--- config.mk ---
export PLATFORM = sky130hd
export DESIGN_NAME = usbef_core
export DESIGN_NICKNAME = d
export VERILOG_FILES = /design/src/usbef_pkg.sv /design/src/usbef_line_if.sv /design/src/usbef_line_detect.sv /design/src/usbef_core.sv
export VERILOG_INCLUDE_DIRS = /design/src /design/src/src
export SDC_FILE = /design/constraint.sdc
export NUM_CORES = 1
export LEC_CHECK = 0
export ABC_AREA = 1
export ABC_CLOCK_PERIOD_IN_PS = 3400
export BUFFER_PORTS_ARGS = -buffer_cell sky130_fd_sc_hd__buf_4
export CORE_MARGIN = 2
export CORE_UTILIZATION = 45
export DETAILED_ROUTE_END_ITERATION = 10
export PLACE_DENSITY = 0.7
export SYNTH_ARGS = -nofsm -noshare
export SYNTH_HDL_FRONTEND = slang
export SYNTH_SLANG_ARGS = --single-unit
--- constraint.sdc ---
create_clock -name mclk -period 3.4 [get_ports mclk]
set_clock_uncertainty 0.1 [all_clocks]
set_input_delay 0 -clock mclk [delete_from_list [all_inputs] [get_ports mclk]]
set_output_delay 0 -clock mclk [all_outputs]
set_load 0.03 [all_outputs]
--- src/usbef_regs.svh ---
// Purpose: register map, field positions, reset values and timing counts of the usb event-flag block
// Assumes: 8-bit registers in the low byte of aligned 32-bit words, byte address = index * 4
// Notes: definitions only
`ifndef USBEF_REGS_SVH
`define USBEF_REGS_SVH

// register indices
`define USBEF_IDX_ADDR 10'h0e7
`define USBEF_IDX_EVT 10'h0e8
`define USBEF_IDX_ENA 10'h0e9
`define USBEF_IDX_CTRL0 10'h0ea
`define USBEF_IDX_CTRL1 10'h0eb

// event flag fields
`define USBEF_EVT_SUSPEND 7
`define USBEF_EVT_RSVD 6
`define USBEF_EVT_BUSRST 5
`define USBEF_EVT_TXD0 4
`define USBEF_EVT_RXD0 3
`define USBEF_EVT_TXD1 2
`define USBEF_EVT_EOP 1
`define USBEF_EVT_RESUME 0

// enable, address and control fields
`define USBEF_ENA_RSTCHIP 6
`define USBEF_ADDR_FUNC_ON 7
`define USBEF_CTRL0_TOGGLE 7
`define USBEF_CTRL0_STALL 6
`define USBEF_CTRL0_TXEN 5
`define USBEF_CTRL0_RXEN 4
`define USBEF_CTRL0_CNT_HI 3
`define USBEF_CTRL0_CNT_LO 0
`define USBEF_CTRL1_TXEN 5

// reset values
`define USBEF_RST_REG 8'h00

// bus answers
`define USBEF_RESP_OKAY 2'h0
`define USBEF_RESP_SLVERR 2'h2

// timing
`define USBEF_CLK_NS 100
`define USBEF_BUS_RESET_NS 2500
`define USBEF_BUS_RESET_CYC ((`USBEF_BUS_RESET_NS + `USBEF_CLK_NS - 1) / `USBEF_CLK_NS)

`endif

--- src/usbef_pkg.sv ---
// Purpose: shared types of the usb event-flag block
// Assumes: nothing
// Notes: constants live in usbef_regs.svh
package usbef_pkg;

  typedef enum logic [1:0] {USBEF_HS_ACK, USBEF_HS_NAK, USBEF_HS_STALL, USBEF_HS_DATA} usbef_hs_t;

  typedef enum logic [1:0] {USBEF_LD_IDLE, USBEF_LD_SE0, USBEF_LD_RESET} usbef_line_t;

endpackage

--- src/usbef_line_if.sv ---
// Purpose: line events passed from the line detector to the flag logic
// Assumes: one clock, all signals one-cycle pulses
// Notes: none
`timescale 1ns/1ps
interface usbef_line_if;
  logic busResetDet;
  logic eopDet;
  logic activityDet;

  modport det (output busResetDet, output eopDet, output activityDet);
  modport core (input busResetDet, input eopDet, input activityDet);
endinterface

--- src/usbef_line_detect.sv ---
// Purpose: watches D+ and D- for bus reset, end of packet and activity
// Assumes: low-speed signalling, J is D- high, line inputs synchronous to mclk
// Notes: every output is a one-cycle pulse
`timescale 1ns/1ps
`include "usbef_regs.svh"
module usbef_line_detect #(
  parameter int RESET_CYCLES = `USBEF_BUS_RESET_CYC
) (
  // clock and reset
  input wire logic mclk,
  input wire logic rst_b,
  // line
  input wire logic dPlus,
  input wire logic dMinus,
  // events
  usbef_line_if.det ev
);
  import usbef_pkg::*;

  localparam int CW = $clog2(RESET_CYCLES + 1);
  localparam logic [CW-1:0] CNT_LAST = CW'(RESET_CYCLES - 1);

  usbef_line_t state;
  logic [CW-1:0] se0Cnt;
  logic lastJ;
  logic se0;
  logic jState;

  assign se0 = !dPlus && !dMinus;
  assign jState = dMinus && !dPlus;

  always_ff @(posedge mclk)
  begin
    if (!rst_b)
    begin
      state <= USBEF_LD_IDLE;
      se0Cnt <= '0;
      ev.busResetDet <= 1'b0;
      ev.eopDet <= 1'b0;
    end
    else
    begin
      ev.busResetDet <= 1'b0;
      ev.eopDet <= 1'b0;
      unique case (state)
        USBEF_LD_IDLE:
        begin
          se0Cnt <= CW'(1);
          if (se0)
            state <= USBEF_LD_SE0;
        end
        USBEF_LD_SE0:
        begin
          if (se0)
          begin
            se0Cnt <= se0Cnt + CW'(1);
            if (se0Cnt == CNT_LAST)
            begin
              ev.busResetDet <= 1'b1;
              state <= USBEF_LD_RESET;
            end
          end
          else
          begin
            // short se0 followed by J closes a packet; a K here is a glitch
            ev.eopDet <= jState;
            state <= USBEF_LD_IDLE;
          end
        end
        USBEF_LD_RESET:
        begin
          if (!se0)
            state <= USBEF_LD_IDLE;
        end
        default:
          state <= USBEF_LD_IDLE;
      endcase
    end
  end

  // activity is any departure from the idle J state
  always_ff @(posedge mclk)
  begin
    if (!rst_b)
    begin
      lastJ <= 1'b1;
      ev.activityDet <= 1'b0;
    end
    else
    begin
      lastJ <= jState;
      ev.activityDet <= lastJ && !jState;
    end
  end
endmodule

--- src/usbef_core.sv ---
// Purpose: usb event flags, endpoint handshake choice and control registers behind an AXI4-Lite slave
// Assumes: the serial engine reports tokens, host ACKs and good OUT packets as one-cycle pulses
// Notes: handshake answer follows a token by one cycle
//
// Notes on behaviour
// - suspend stops usb clock, enters suspend state
// - bus reset on line sets read-only flag
// - bus reset with enable resets whole chip
// - host ACK after ep0 send sets done
// - good ep0 OUT packet sets receive done
// - ep0 rx done answers OUT with NAK
// - host ACK on interrupt pair sets done
// - interrupt tx done answers IN with NAK
// - end of packet sets flag, software clears
// - activity during suspend sets sticky resume flag
// - ep0 control: toggle, stall, txen, rxen, count
// - enable bit 6 routes bus reset chip-wide
// - ep0 IN NAK without enable or done
// - function off ignores every token
`timescale 1ns/1ps
`include "usbef_regs.svh"
module usbef_core #(
  parameter int RESET_CYCLES = `USBEF_BUS_RESET_CYC
) (
  // clock and reset
  input wire logic mclk,
  input wire logic rst_b,
  // axi4-lite write
  input wire logic [11:0] s_axi_awaddr,
  input wire logic s_axi_awvalid,
  output logic s_axi_awready,
  input wire logic [31:0] s_axi_wdata,
  input wire logic [3:0] s_axi_wstrb,
  input wire logic s_axi_wvalid,
  output logic s_axi_wready,
  output logic [1:0] s_axi_bresp,
  output logic s_axi_bvalid,
  input wire logic s_axi_bready,
  // axi4-lite read
  input wire logic [11:0] s_axi_araddr,
  input wire logic s_axi_arvalid,
  output logic s_axi_arready,
  output logic [31:0] s_axi_rdata,
  output logic [1:0] s_axi_rresp,
  output logic s_axi_rvalid,
  input wire logic s_axi_rready,
  // usb line
  input wire logic dPlus,
  input wire logic dMinus,
  // serial engine events
  input wire logic tokenValid,
  input wire logic tokenIsIn,
  input wire logic [1:0] tokenEp,
  input wire logic hostAckValid,
  input wire logic [1:0] hostAckEp,
  input wire logic rxPacketOk,
  // handshake answer
  output logic hsValid,
  output usbef_pkg::usbef_hs_t hsKind,
  output logic hsToggle,
  output logic [3:0] txByteCount,
  // power and reset
  output logic usbClkRun,
  output logic usbSuspended,
  output logic chipReset
);
  import usbef_pkg::*;

  usbef_line_if lineEv ();

  usbef_line_detect #(
    .RESET_CYCLES(RESET_CYCLES)
  ) u_line (
    .mclk(mclk),
    .rst_b(rst_b),
    .dPlus(dPlus),
    .dMinus(dMinus),
    .ev(lineEv)
  );

  function automatic logic [9:0] regIndex(input logic [11:0] a);
    regIndex = a[11:2];
  endfunction

  function automatic logic isMapped(input logic [9:0] idx);
    isMapped = (idx == `USBEF_IDX_ADDR) || (idx == `USBEF_IDX_EVT) || (idx == `USBEF_IDX_ENA)
      || (idx == `USBEF_IDX_CTRL0) || (idx == `USBEF_IDX_CTRL1);
  endfunction

  logic [7:0] addrReg;
  logic [7:0] enaReg;
  logic [7:0] ctrl0;
  logic [7:0] ctrl1;
  logic suspendFlag;
  logic busResetFlag;
  logic txd0Flag;
  logic rxd0Flag;
  logic txd1Flag;
  logic eopFlag;
  logic resumeFlag;
  logic [11:0] wrAddr;
  logic [31:0] wrData;
  logic [3:0] wrStrb;
  logic doWrite;
  logic [9:0] wrIdx;
  logic wrByte;
  logic modRst;
  logic funcOn;
  logic ep0Tok;
  logic intrTok;
  logic [7:0] evtRead;

  assign wrIdx = regIndex(wrAddr);
  assign doWrite = !s_axi_awready && !s_axi_wready && !s_axi_bvalid;
  assign wrByte = doWrite && wrStrb[0];
  // the internal chip reset also restarts the usb module itself
  assign modRst = !rst_b || chipReset;
  assign funcOn = addrReg[`USBEF_ADDR_FUNC_ON];
  assign ep0Tok = tokenValid && funcOn && (tokenEp == 2'h0);
  assign intrTok = tokenValid && funcOn && tokenIsIn && (tokenEp != 2'h0);
  assign evtRead = {suspendFlag, 1'b0, busResetFlag, txd0Flag, rxd0Flag, txd1Flag, eopFlag, resumeFlag};

  // write channel: address and data taken in either order
  always_ff @(posedge mclk)
  begin
    if (!rst_b)
    begin
      s_axi_awready <= 1'b1;
      s_axi_wready <= 1'b1;
      s_axi_bvalid <= 1'b0;
      s_axi_bresp <= `USBEF_RESP_OKAY;
      wrAddr <= '0;
      wrData <= '0;
      wrStrb <= '0;
    end
    else
    begin
      if (s_axi_awvalid && s_axi_awready)
      begin
        wrAddr <= s_axi_awaddr;
        s_axi_awready <= 1'b0;
      end
      if (s_axi_wvalid && s_axi_wready)
      begin
        wrData <= s_axi_wdata;
        wrStrb <= s_axi_wstrb;
        s_axi_wready <= 1'b0;
      end
      if (doWrite)
      begin
        s_axi_bvalid <= 1'b1;
        s_axi_bresp <= isMapped(wrIdx) ? `USBEF_RESP_OKAY : `USBEF_RESP_SLVERR;
      end
      if (s_axi_bvalid && s_axi_bready)
      begin
        s_axi_bvalid <= 1'b0;
        s_axi_awready <= 1'b1;
        s_axi_wready <= 1'b1;
      end
    end
  end

  // read channel
  always_ff @(posedge mclk)
  begin
    if (!rst_b)
    begin
      s_axi_arready <= 1'b1;
      s_axi_rvalid <= 1'b0;
      s_axi_rdata <= '0;
      s_axi_rresp <= `USBEF_RESP_OKAY;
    end
    else if (s_axi_arvalid && s_axi_arready)
    begin
      s_axi_arready <= 1'b0;
      s_axi_rvalid <= 1'b1;
      s_axi_rresp <= isMapped(regIndex(s_axi_araddr)) ? `USBEF_RESP_OKAY : `USBEF_RESP_SLVERR;
      unique case (regIndex(s_axi_araddr))
        `USBEF_IDX_ADDR: s_axi_rdata <= {24'h000000, addrReg};
        `USBEF_IDX_EVT: s_axi_rdata <= {24'h000000, evtRead};
        `USBEF_IDX_ENA: s_axi_rdata <= {24'h000000, enaReg};
        `USBEF_IDX_CTRL0: s_axi_rdata <= {24'h000000, ctrl0};
        `USBEF_IDX_CTRL1: s_axi_rdata <= {24'h000000, ctrl1};
        default: s_axi_rdata <= 32'h00000000;
      endcase
    end
    else if (s_axi_rvalid && s_axi_rready)
    begin
      s_axi_rvalid <= 1'b0;
      s_axi_arready <= 1'b1;
    end
  end

  // address and enables survive the internal reset so software can see what happened
  always_ff @(posedge mclk)
  begin
    if (!rst_b)
    begin
      addrReg <= `USBEF_RST_REG;
      enaReg <= `USBEF_RST_REG;
      ctrl1 <= `USBEF_RST_REG;
    end
    else if (wrByte)
    begin
      if (wrIdx == `USBEF_IDX_ADDR)
        addrReg <= wrData[7:0];
      if (wrIdx == `USBEF_IDX_ENA)
        enaReg <= wrData[7:0];
      if (wrIdx == `USBEF_IDX_CTRL1)
        ctrl1 <= wrData[7:0];
    end
  end

  // ep0 control; hardware drops force-stall once a token has been stalled
  always_ff @(posedge mclk)
  begin
    if (modRst)
      ctrl0 <= `USBEF_RST_REG;
    else if (wrByte && wrIdx == `USBEF_IDX_CTRL0)
      ctrl0 <= wrData[7:0];
    else if (ep0Tok && ctrl0[`USBEF_CTRL0_STALL])
      ctrl0[`USBEF_CTRL0_STALL] <= 1'b0;
  end

  // suspend is written by software only
  always_ff @(posedge mclk)
  begin
    if (modRst)
      suspendFlag <= 1'b0;
    else if (wrByte && wrIdx == `USBEF_IDX_EVT)
      suspendFlag <= wrData[`USBEF_EVT_SUSPEND];
  end

  // read-only cause flag, kept across the internal reset it triggers
  always_ff @(posedge mclk)
  begin
    if (!rst_b)
      busResetFlag <= 1'b0;
    else if (lineEv.busResetDet)
      busResetFlag <= 1'b1;
  end

  // hardware sets win over a software clear in the same cycle
  always_ff @(posedge mclk)
  begin
    if (modRst)
    begin
      txd0Flag <= 1'b0;
      rxd0Flag <= 1'b0;
      txd1Flag <= 1'b0;
      eopFlag <= 1'b0;
      resumeFlag <= 1'b0;
    end
    else
    begin
      if (wrByte && wrIdx == `USBEF_IDX_EVT)
      begin
        txd0Flag <= wrData[`USBEF_EVT_TXD0];
        rxd0Flag <= wrData[`USBEF_EVT_RXD0];
        txd1Flag <= wrData[`USBEF_EVT_TXD1];
        eopFlag <= wrData[`USBEF_EVT_EOP];
        resumeFlag <= wrData[`USBEF_EVT_RESUME];
      end
      if (hostAckValid && hostAckEp == 2'h0)
        txd0Flag <= 1'b1;
      if (rxPacketOk)
        rxd0Flag <= 1'b1;
      if (hostAckValid && hostAckEp != 2'h0)
        txd1Flag <= 1'b1;
      if (lineEv.eopDet)
        eopFlag <= 1'b1;
      if (lineEv.activityDet && suspendFlag)
        resumeFlag <= 1'b1;
    end
  end

  // handshake choice, one cycle after the token
  always_ff @(posedge mclk)
  begin
    if (modRst)
    begin
      hsValid <= 1'b0;
      hsKind <= USBEF_HS_NAK;
      hsToggle <= 1'b0;
      txByteCount <= 4'h0;
    end
    else
    begin
      hsValid <= ep0Tok || intrTok;
      hsToggle <= 1'b0;
      txByteCount <= 4'h0;
      if (ep0Tok)
      begin
        if (ctrl0[`USBEF_CTRL0_STALL])
          hsKind <= USBEF_HS_STALL;
        else if (tokenIsIn)
        begin
          if (!ctrl0[`USBEF_CTRL0_TXEN] || txd0Flag)
            hsKind <= USBEF_HS_NAK;
          else
          begin
            hsKind <= USBEF_HS_DATA;
            hsToggle <= ctrl0[`USBEF_CTRL0_TOGGLE];
            txByteCount <= ctrl0[`USBEF_CTRL0_CNT_HI:`USBEF_CTRL0_CNT_LO];
          end
        end
        else
          hsKind <= (!ctrl0[`USBEF_CTRL0_RXEN] || rxd0Flag) ? USBEF_HS_NAK : USBEF_HS_ACK;
      end
      else if (intrTok)
        hsKind <= (!ctrl1[`USBEF_CTRL1_TXEN] || txd1Flag) ? USBEF_HS_NAK : USBEF_HS_DATA;
    end
  end

  // power and chip reset outputs
  always_ff @(posedge mclk)
  begin
    if (!rst_b)
    begin
      usbClkRun <= 1'b1;
      usbSuspended <= 1'b0;
      chipReset <= 1'b0;
    end
    else
    begin
      usbClkRun <= !suspendFlag;
      usbSuspended <= suspendFlag;
      chipReset <= lineEv.busResetDet && enaReg[`USBEF_ENA_RSTCHIP];
    end
  end
endmodule

== Word-level counts from Yosys, hierarchy flattened ==
Cells that the tools add are included.

* Register bits after elaboration: 123
* Bits of input ports: 77
* Output and inout bits: 52
* Logic and storage cells: 161

* Add/sub/neg operators: 1
* Equality and inequality tests: 17
* Muxes and demuxes: 34
* Bitwise operators: 4
* Reduce and logical (&&, ||, !) cells: 69

{| class="wikitable"
|+ Operators by type and width
! operator !! number
|-
| $eq 10x8->1 const B || 10
|-
| $pmux 8 s5 || 1
|-
| $mux 2 || 12
|-
| $logic_and 1x1->1 || 22
|-
| $reduce_bool 2->1 || 11
|-
| $mux 1 || 18
|-
| $logic_or 1x1->1 || 13
|-
| $logic_not 1->1 || 11
|-
| $pmux 5 s2 || 1
|-
| $reduce_and 2->1 || 4
|-
| $logic_not 2->1 || 3
|-
| $pmux 2 s3 || 1
|-
| $reduce_and 3->1 || 2
|-
| $add 5x1->5 const B || 1
|-
| $eq 5x5->1 const B || 1
|-
| $mux 5 || 1
|-
| $reduce_or 5->1 || 1
|-
| $ne 2x1->1 const B || 2
|-
| $not 1->1 || 4
|-
| $ne 3x3->1 const B || 1
|-
| $reduce_or 3->1 || 1
|-
| $eq 2x1->1 const B || 1
|-
| $eq 2x2->1 const B || 1
|-
| $ne 2x2->1 const B || 1
|-
| $reduce_or 2->1 || 1
|}

== Logic depth before layout (Yosys ltp) ==
* Word-level depth: 7
* Depth in mapped cells: 9
* Mapped depth without buffers: 9

== Cells and area by module ==
Synthesis repeated with hierarchy kept, for this count alone.

* Cells, all modules: 572
* Area total of the unflattened synthesis: 4277.9 sq um

{| class="wikitable"
|+ By module, submodules not included
! module !! instances !! cells an instance !! area each (sq um) !! seq. area each (sq um)
|-
| usbef_core || 1 || 507 || 3753.6 || 1681.6
|-
| usbef_line_detect || 1 || 65 || 524.3 || 220.2
|}

== Least setup slack after synthesis ==
Ideal clock, no wire load.

* Kind: register -> register
* Start point: register s_axi_wready
* End point: register ctrl0[1]
* Library setup time: 119 ps
* Arrival: 1330 ps
* Data required time: 3181 ps
* Path slack: 1850 ps
* Cell stages (with the launch flop): 10
* Buffers on the path: 2
* Period minus slack after synthesis: 1550 ps
* Cell sequence: dfxtp_1 > inv_1 > nand3_1 > nor2_1 > buf_4 > nand3_2 > inv_2 > buf_6 > o21ai_0 > a21oi_1

* Cells in the longest elaborated chain, start to end: 5

{| class="wikitable"
|+ RTL lines
! element !! RTL line !! text
|-
| from (decl) || usbef_core.sv:35 || <nowiki>output logic s_axi_wready,</nowiki>
|-
| from (signal assigned) || usbef_core.sv:129 || <nowiki>s_axi_wready <= 1'b1;</nowiki>
|-
| from (signal assigned) || usbef_core.sv:147 || <nowiki>s_axi_wready <= 1'b0;</nowiki>
|-
| from (signal assigned) || usbef_core.sv:158 || <nowiki>s_axi_wready <= 1'b1;</nowiki>
|-
| $logic_not 1->1 || usbef_core.sv:114 || <nowiki>assign doWrite = !s_axi_awready && !s_axi_wready && !s_axi_bvalid;</nowiki>
|-
| $logic_and 1x1->1 (2 in series) || usbef_core.sv:114 ||
|-
| $logic_and 1x1->1 || usbef_core.sv:115 || <nowiki>assign wrByte = doWrite && wrStrb[0];</nowiki>
|-
| $logic_and 1x1->1 (no line) || - ||
|-
| to (signal assigned) || usbef_core.sv:218 || <nowiki>ctrl0 <= `USBEF_RST_REG;</nowiki>
|-
| to (signal assigned) || usbef_core.sv:220 || <nowiki>ctrl0 <= wrData[7:0];</nowiki>
|-
| to (decl) || usbef_core.sv:92 || <nowiki>logic [7:0] ctrl0;</nowiki>
|}

No other way between the ends.
A chain may end at the register's enable or synchronous reset.

== Worst setup path after layout ==
* Start point: input tokenEp[1]
* End point: register hsKind[0]

* Cells in the longest elaborated chain, start to end: 3
* Elaborated cells on any way between the ends: 6
* Those cells by class: mux (1); reduce/logical (5)

{| class="wikitable"
|+ RTL lines
! element !! RTL line !! text
|-
| from (decl) || usbef_core.sv:53 || <nowiki>input wire logic [1:0] tokenEp,</nowiki>
|-
| $logic_not 2->1 or $reduce_bool 2->1 (tied branches) || usbef_core.sv:119, usbef_core.sv:120 ||
|-
| $logic_and 1x1->1 (on tied branches) || usbef_core.sv:119, usbef_core.sv:120 ||
|-
| $mux 2 or $reduce_bool 2->1 (tied branches) || - ||
|-
| to (signal assigned) || usbef_core.sv:308 || <nowiki>hsKind <= (!ctrl0[`USBEF_CTRL0_RXEN] || rxd0Flag) ? USBEF_HS_NAK : USBEF_HS_ACK;</nowiki>
|-
| to (signal assigned) || usbef_core.sv:311 || <nowiki>hsKind <= (!ctrl1[`USBEF_CTRL1_TXEN] || txd1Flag) ? USBEF_HS_NAK : USBEF_HS_DATA;</nowiki>
|-
| to (decl) || usbef_core.sv:59 || <nowiki>output usbef_pkg::usbef_hs_t hsKind,</nowiki>
|}

Parallel ways exist; a longest one is shown, timed or not.

==> flow_metrics.tcl <==
set metrics [dict create \
    grt_max_degree 59 \
    path_cells "dlygate4sd3_1 -> buf_4 -> nor2_1 -> dlygate4sd3_1 -> nand3_1 -> nand2_1 -> inv_1 -> nand2_1 -> o2111ai_1 -> dlygate4sd3_1" \
    synth_warnings 0 \
    grt_overflow 0 \
    ctsHoldBuffers 40 \
    tns_ns 0 \
    cp-end-kind "flop" \
    synth_cells 549 \
    synth_most_common_cell "dfxtp_1" \
    fmax_mhz 432.0 \
    holdWs_ns 0.07485 \
    ys_seq_elements 95 \
    cpPeakStageDelay_ns 0.57 \
    area_growth_pct 26.72 \
    path_clk_slew_ns 0.09 \
    synth_edf_count 0 \
    cp_slowest_cell "dlygate4sd3_1" \
    start_kind "input pin" \
    totalWireLength_um 10050 \
    grt_setup_unrepaired "false" \
    post_synth_instance_area_um2 4125 \
    core_um2 8806 \
    cp-startpoint "tokenEp[1]" \
    nets 733 \
    slew_violations 0 \
    post_cts_buffers 0 \
    finalCritPeriodShare_pct 68.08 \
    reg2reg_slack_ns 1.27 \
    synth_area_leaders "dfxtp_1 46%, a21oi_1 8.9%, o21ai_0 8.9%" \
    r2r.worst_path.cells 6 \
    synth_ff_type "dfxtp_1" \
    slew_headroom_pct 52.92 \
    p_per_area_nw_per_um2 436.2 \
    worst_slew_pin_slew_ns 0.7035 \
    setup_viol 0 \
    clkLatencyLatePin_ns 0.36 \
    min_path_cells 5 \
    ys_seq_area_share_pct 46.10 \
    antenna_found_initial 0 \
    portBuffers 71 \
    ys_async_sr_fraction_pct 0 \
    synth_area_per_cell_um2 7.514 \
    synth_common_cells "95 x dfxtp_1, 87 x inv_1, 73 x a21oi_1, 73 x o21ai_0, 52 x nor2_1" \
    drtAntennaViolNets 0 \
    cp_max_fo 5 \
    post_cts_resized 0 \
    placed_area_um2 4609 \
    finalHoldViolCount 0 \
    netlist.top_cell.by_area "dfxtp_1" \
    numCtsBuffers 9 \
    status "completed" \
    ir_worst_vdd_v 0.0002417 \
    crit_type "in -> reg" \
    grt_pass1_vias 3538 \
    die_area_um2 9949 \
    dr_total_vias 3865 \
    synth_top_area_share_pct 46.10 \
    post-place-cells 711 \
    cts-root-buf "clkbuf_8" \
    drv_cap 0 \
    synth.distinct_cells 33 \
    drt_iter0_markers 207 \
    post_drt_wl_per_cell_um 13.10 \
    h-tree-depth 3 \
    dp_hpwl_um 7097 \
    period_minus_slack_ns 2.315 \
    final_cells 767 \
    r2r-start "s_axi_wready" \
    io_pins 129 \
    drive_gt1_share_pct 15.33 \
    fillers 801 \
    fin_area_um2 5228 \
    diodes 0 \
    grt_usage_pct 20.45 \
    drc 0 \
    drtPass1Iterations 7 \
    grt_pass1_wl_um 16110 \
    die_w_um 99.75 \
    cts_tree "done" \
    crit_end "hsKind[0]" \
    min_path_type "in -> reg" \
    start_util_pct 46.85 \
    cts_sinks 95 \
    cpMostUsedCell "dlygate4sd3_1" \
    final_core_util_pct 59.36 \
    power.leakage_uw 0.002240 \
    r2r_end "enaReg[3]" \
    num_rows 34 \
    clk_path_buf_depth 2 \
    die_h_um 99.75 \
    routed_via_density 5.039 \
    gp_congestion 0.9059 \
    cp.required_ns 3.55 \
    cp.arrival_ns 2.46 \
]
[sequential cells by signal, indices dropped and copies added (netlist names), 2 cells and up]
register and cells:
wrData 8, wrAddr 10, u_line.state 2, hsKind 2, enaReg 8, addrReg 8, ctrl1 8, txByteCount 4
u_line.se0Cnt 5, s_axi_rdata 8, ctrl0 8
[power by group]
part           switching (µW)  internal, µW  leakage (µW)
registers                25.7          1150      0.000774
logic                     174           112       0.00136
clock network             402           419      0.000107
[routing by layer]
metal,GRT usage (%),vias up,share of wire [%]
li1,-,1970,-
met5,0,-,0
met2,35.65,99,49
met4,9.168,0,2.2
met3,3.303,14,4.5
met1,24.77,1782,44
[through the flow]
step | power (µW) | setup slack (ns)
after floorplan | 1376 | 1.850
after global placement | 1442 | 1.358
after detailed placement | 1447 | 1.316
after CTS | 2294 | 1.101
after global routing | 2369 | 0.9132
final | 2280 | 1.085
[how the worst min path moves through the flow]
stage / start / end / slack [ns]
after floorplan: s_axi_awvalid / s_axi_awready / 0.0004
after global placement: s_axi_wvalid / s_axi_wready / 0.10
after detailed placement: s_axi_awvalid / s_axi_awready / 0.10
after CTS: s_axi_araddr[4] / s_axi_rresp[1] / 0.04
after global routing: s_axi_araddr[4] / s_axi_rresp[1] / 0.09
final: s_axi_araddr[4] / s_axi_rresp[1] / 0.07
[kinds of logic (layout without fill, tap and decap cells)]
kind of cell               Yosys count  count (layout)  share of synthesized area, %
AOI/OAI and AO/OA                  167             167                         21.08
adders and majority gates            2               2                        0.6065
buffers and inverters              133             218                         15.10
DFF                                 95              95                         46.10
other                                1              26                       0.09090
and+or+nand+nor                    151             151                         17.02
[area by class of cell]
type                    instances  area, µm²  area share (%)
clock buffers                  10      127.6           2.441
repair buffers                112      940.9           18.00
well taps                     108      135.1           2.585
flip-flops and latches         95       1902           36.38
clock inverters                 6      90.09           1.723
multi-input cells             346       1694           32.41
inverters                      90      337.8           6.462
[cells in the final DEF, fill, tap and decap left out, drive strengths merged, types with 2 or more instances in the layout]
master and n:
nand3 23, a211oi 2, bufinv 2, buf 72, o22ai 8, dlygate4sd3 40
clkbuf 10, o21ai 78, a21oi 73, nand4 16, inv 92, conb 26
nor2 56, dfxtp 95, ha 2, nand2 45, nor3 8
[worst max-delay path: cells and delay by family]
kind            cells  cell delay [ns]
simple gates        4             0.45
compound gates      1             0.09
buf+inv             5             1.92
Note: power is estimated with default switching activity, not from simulation.
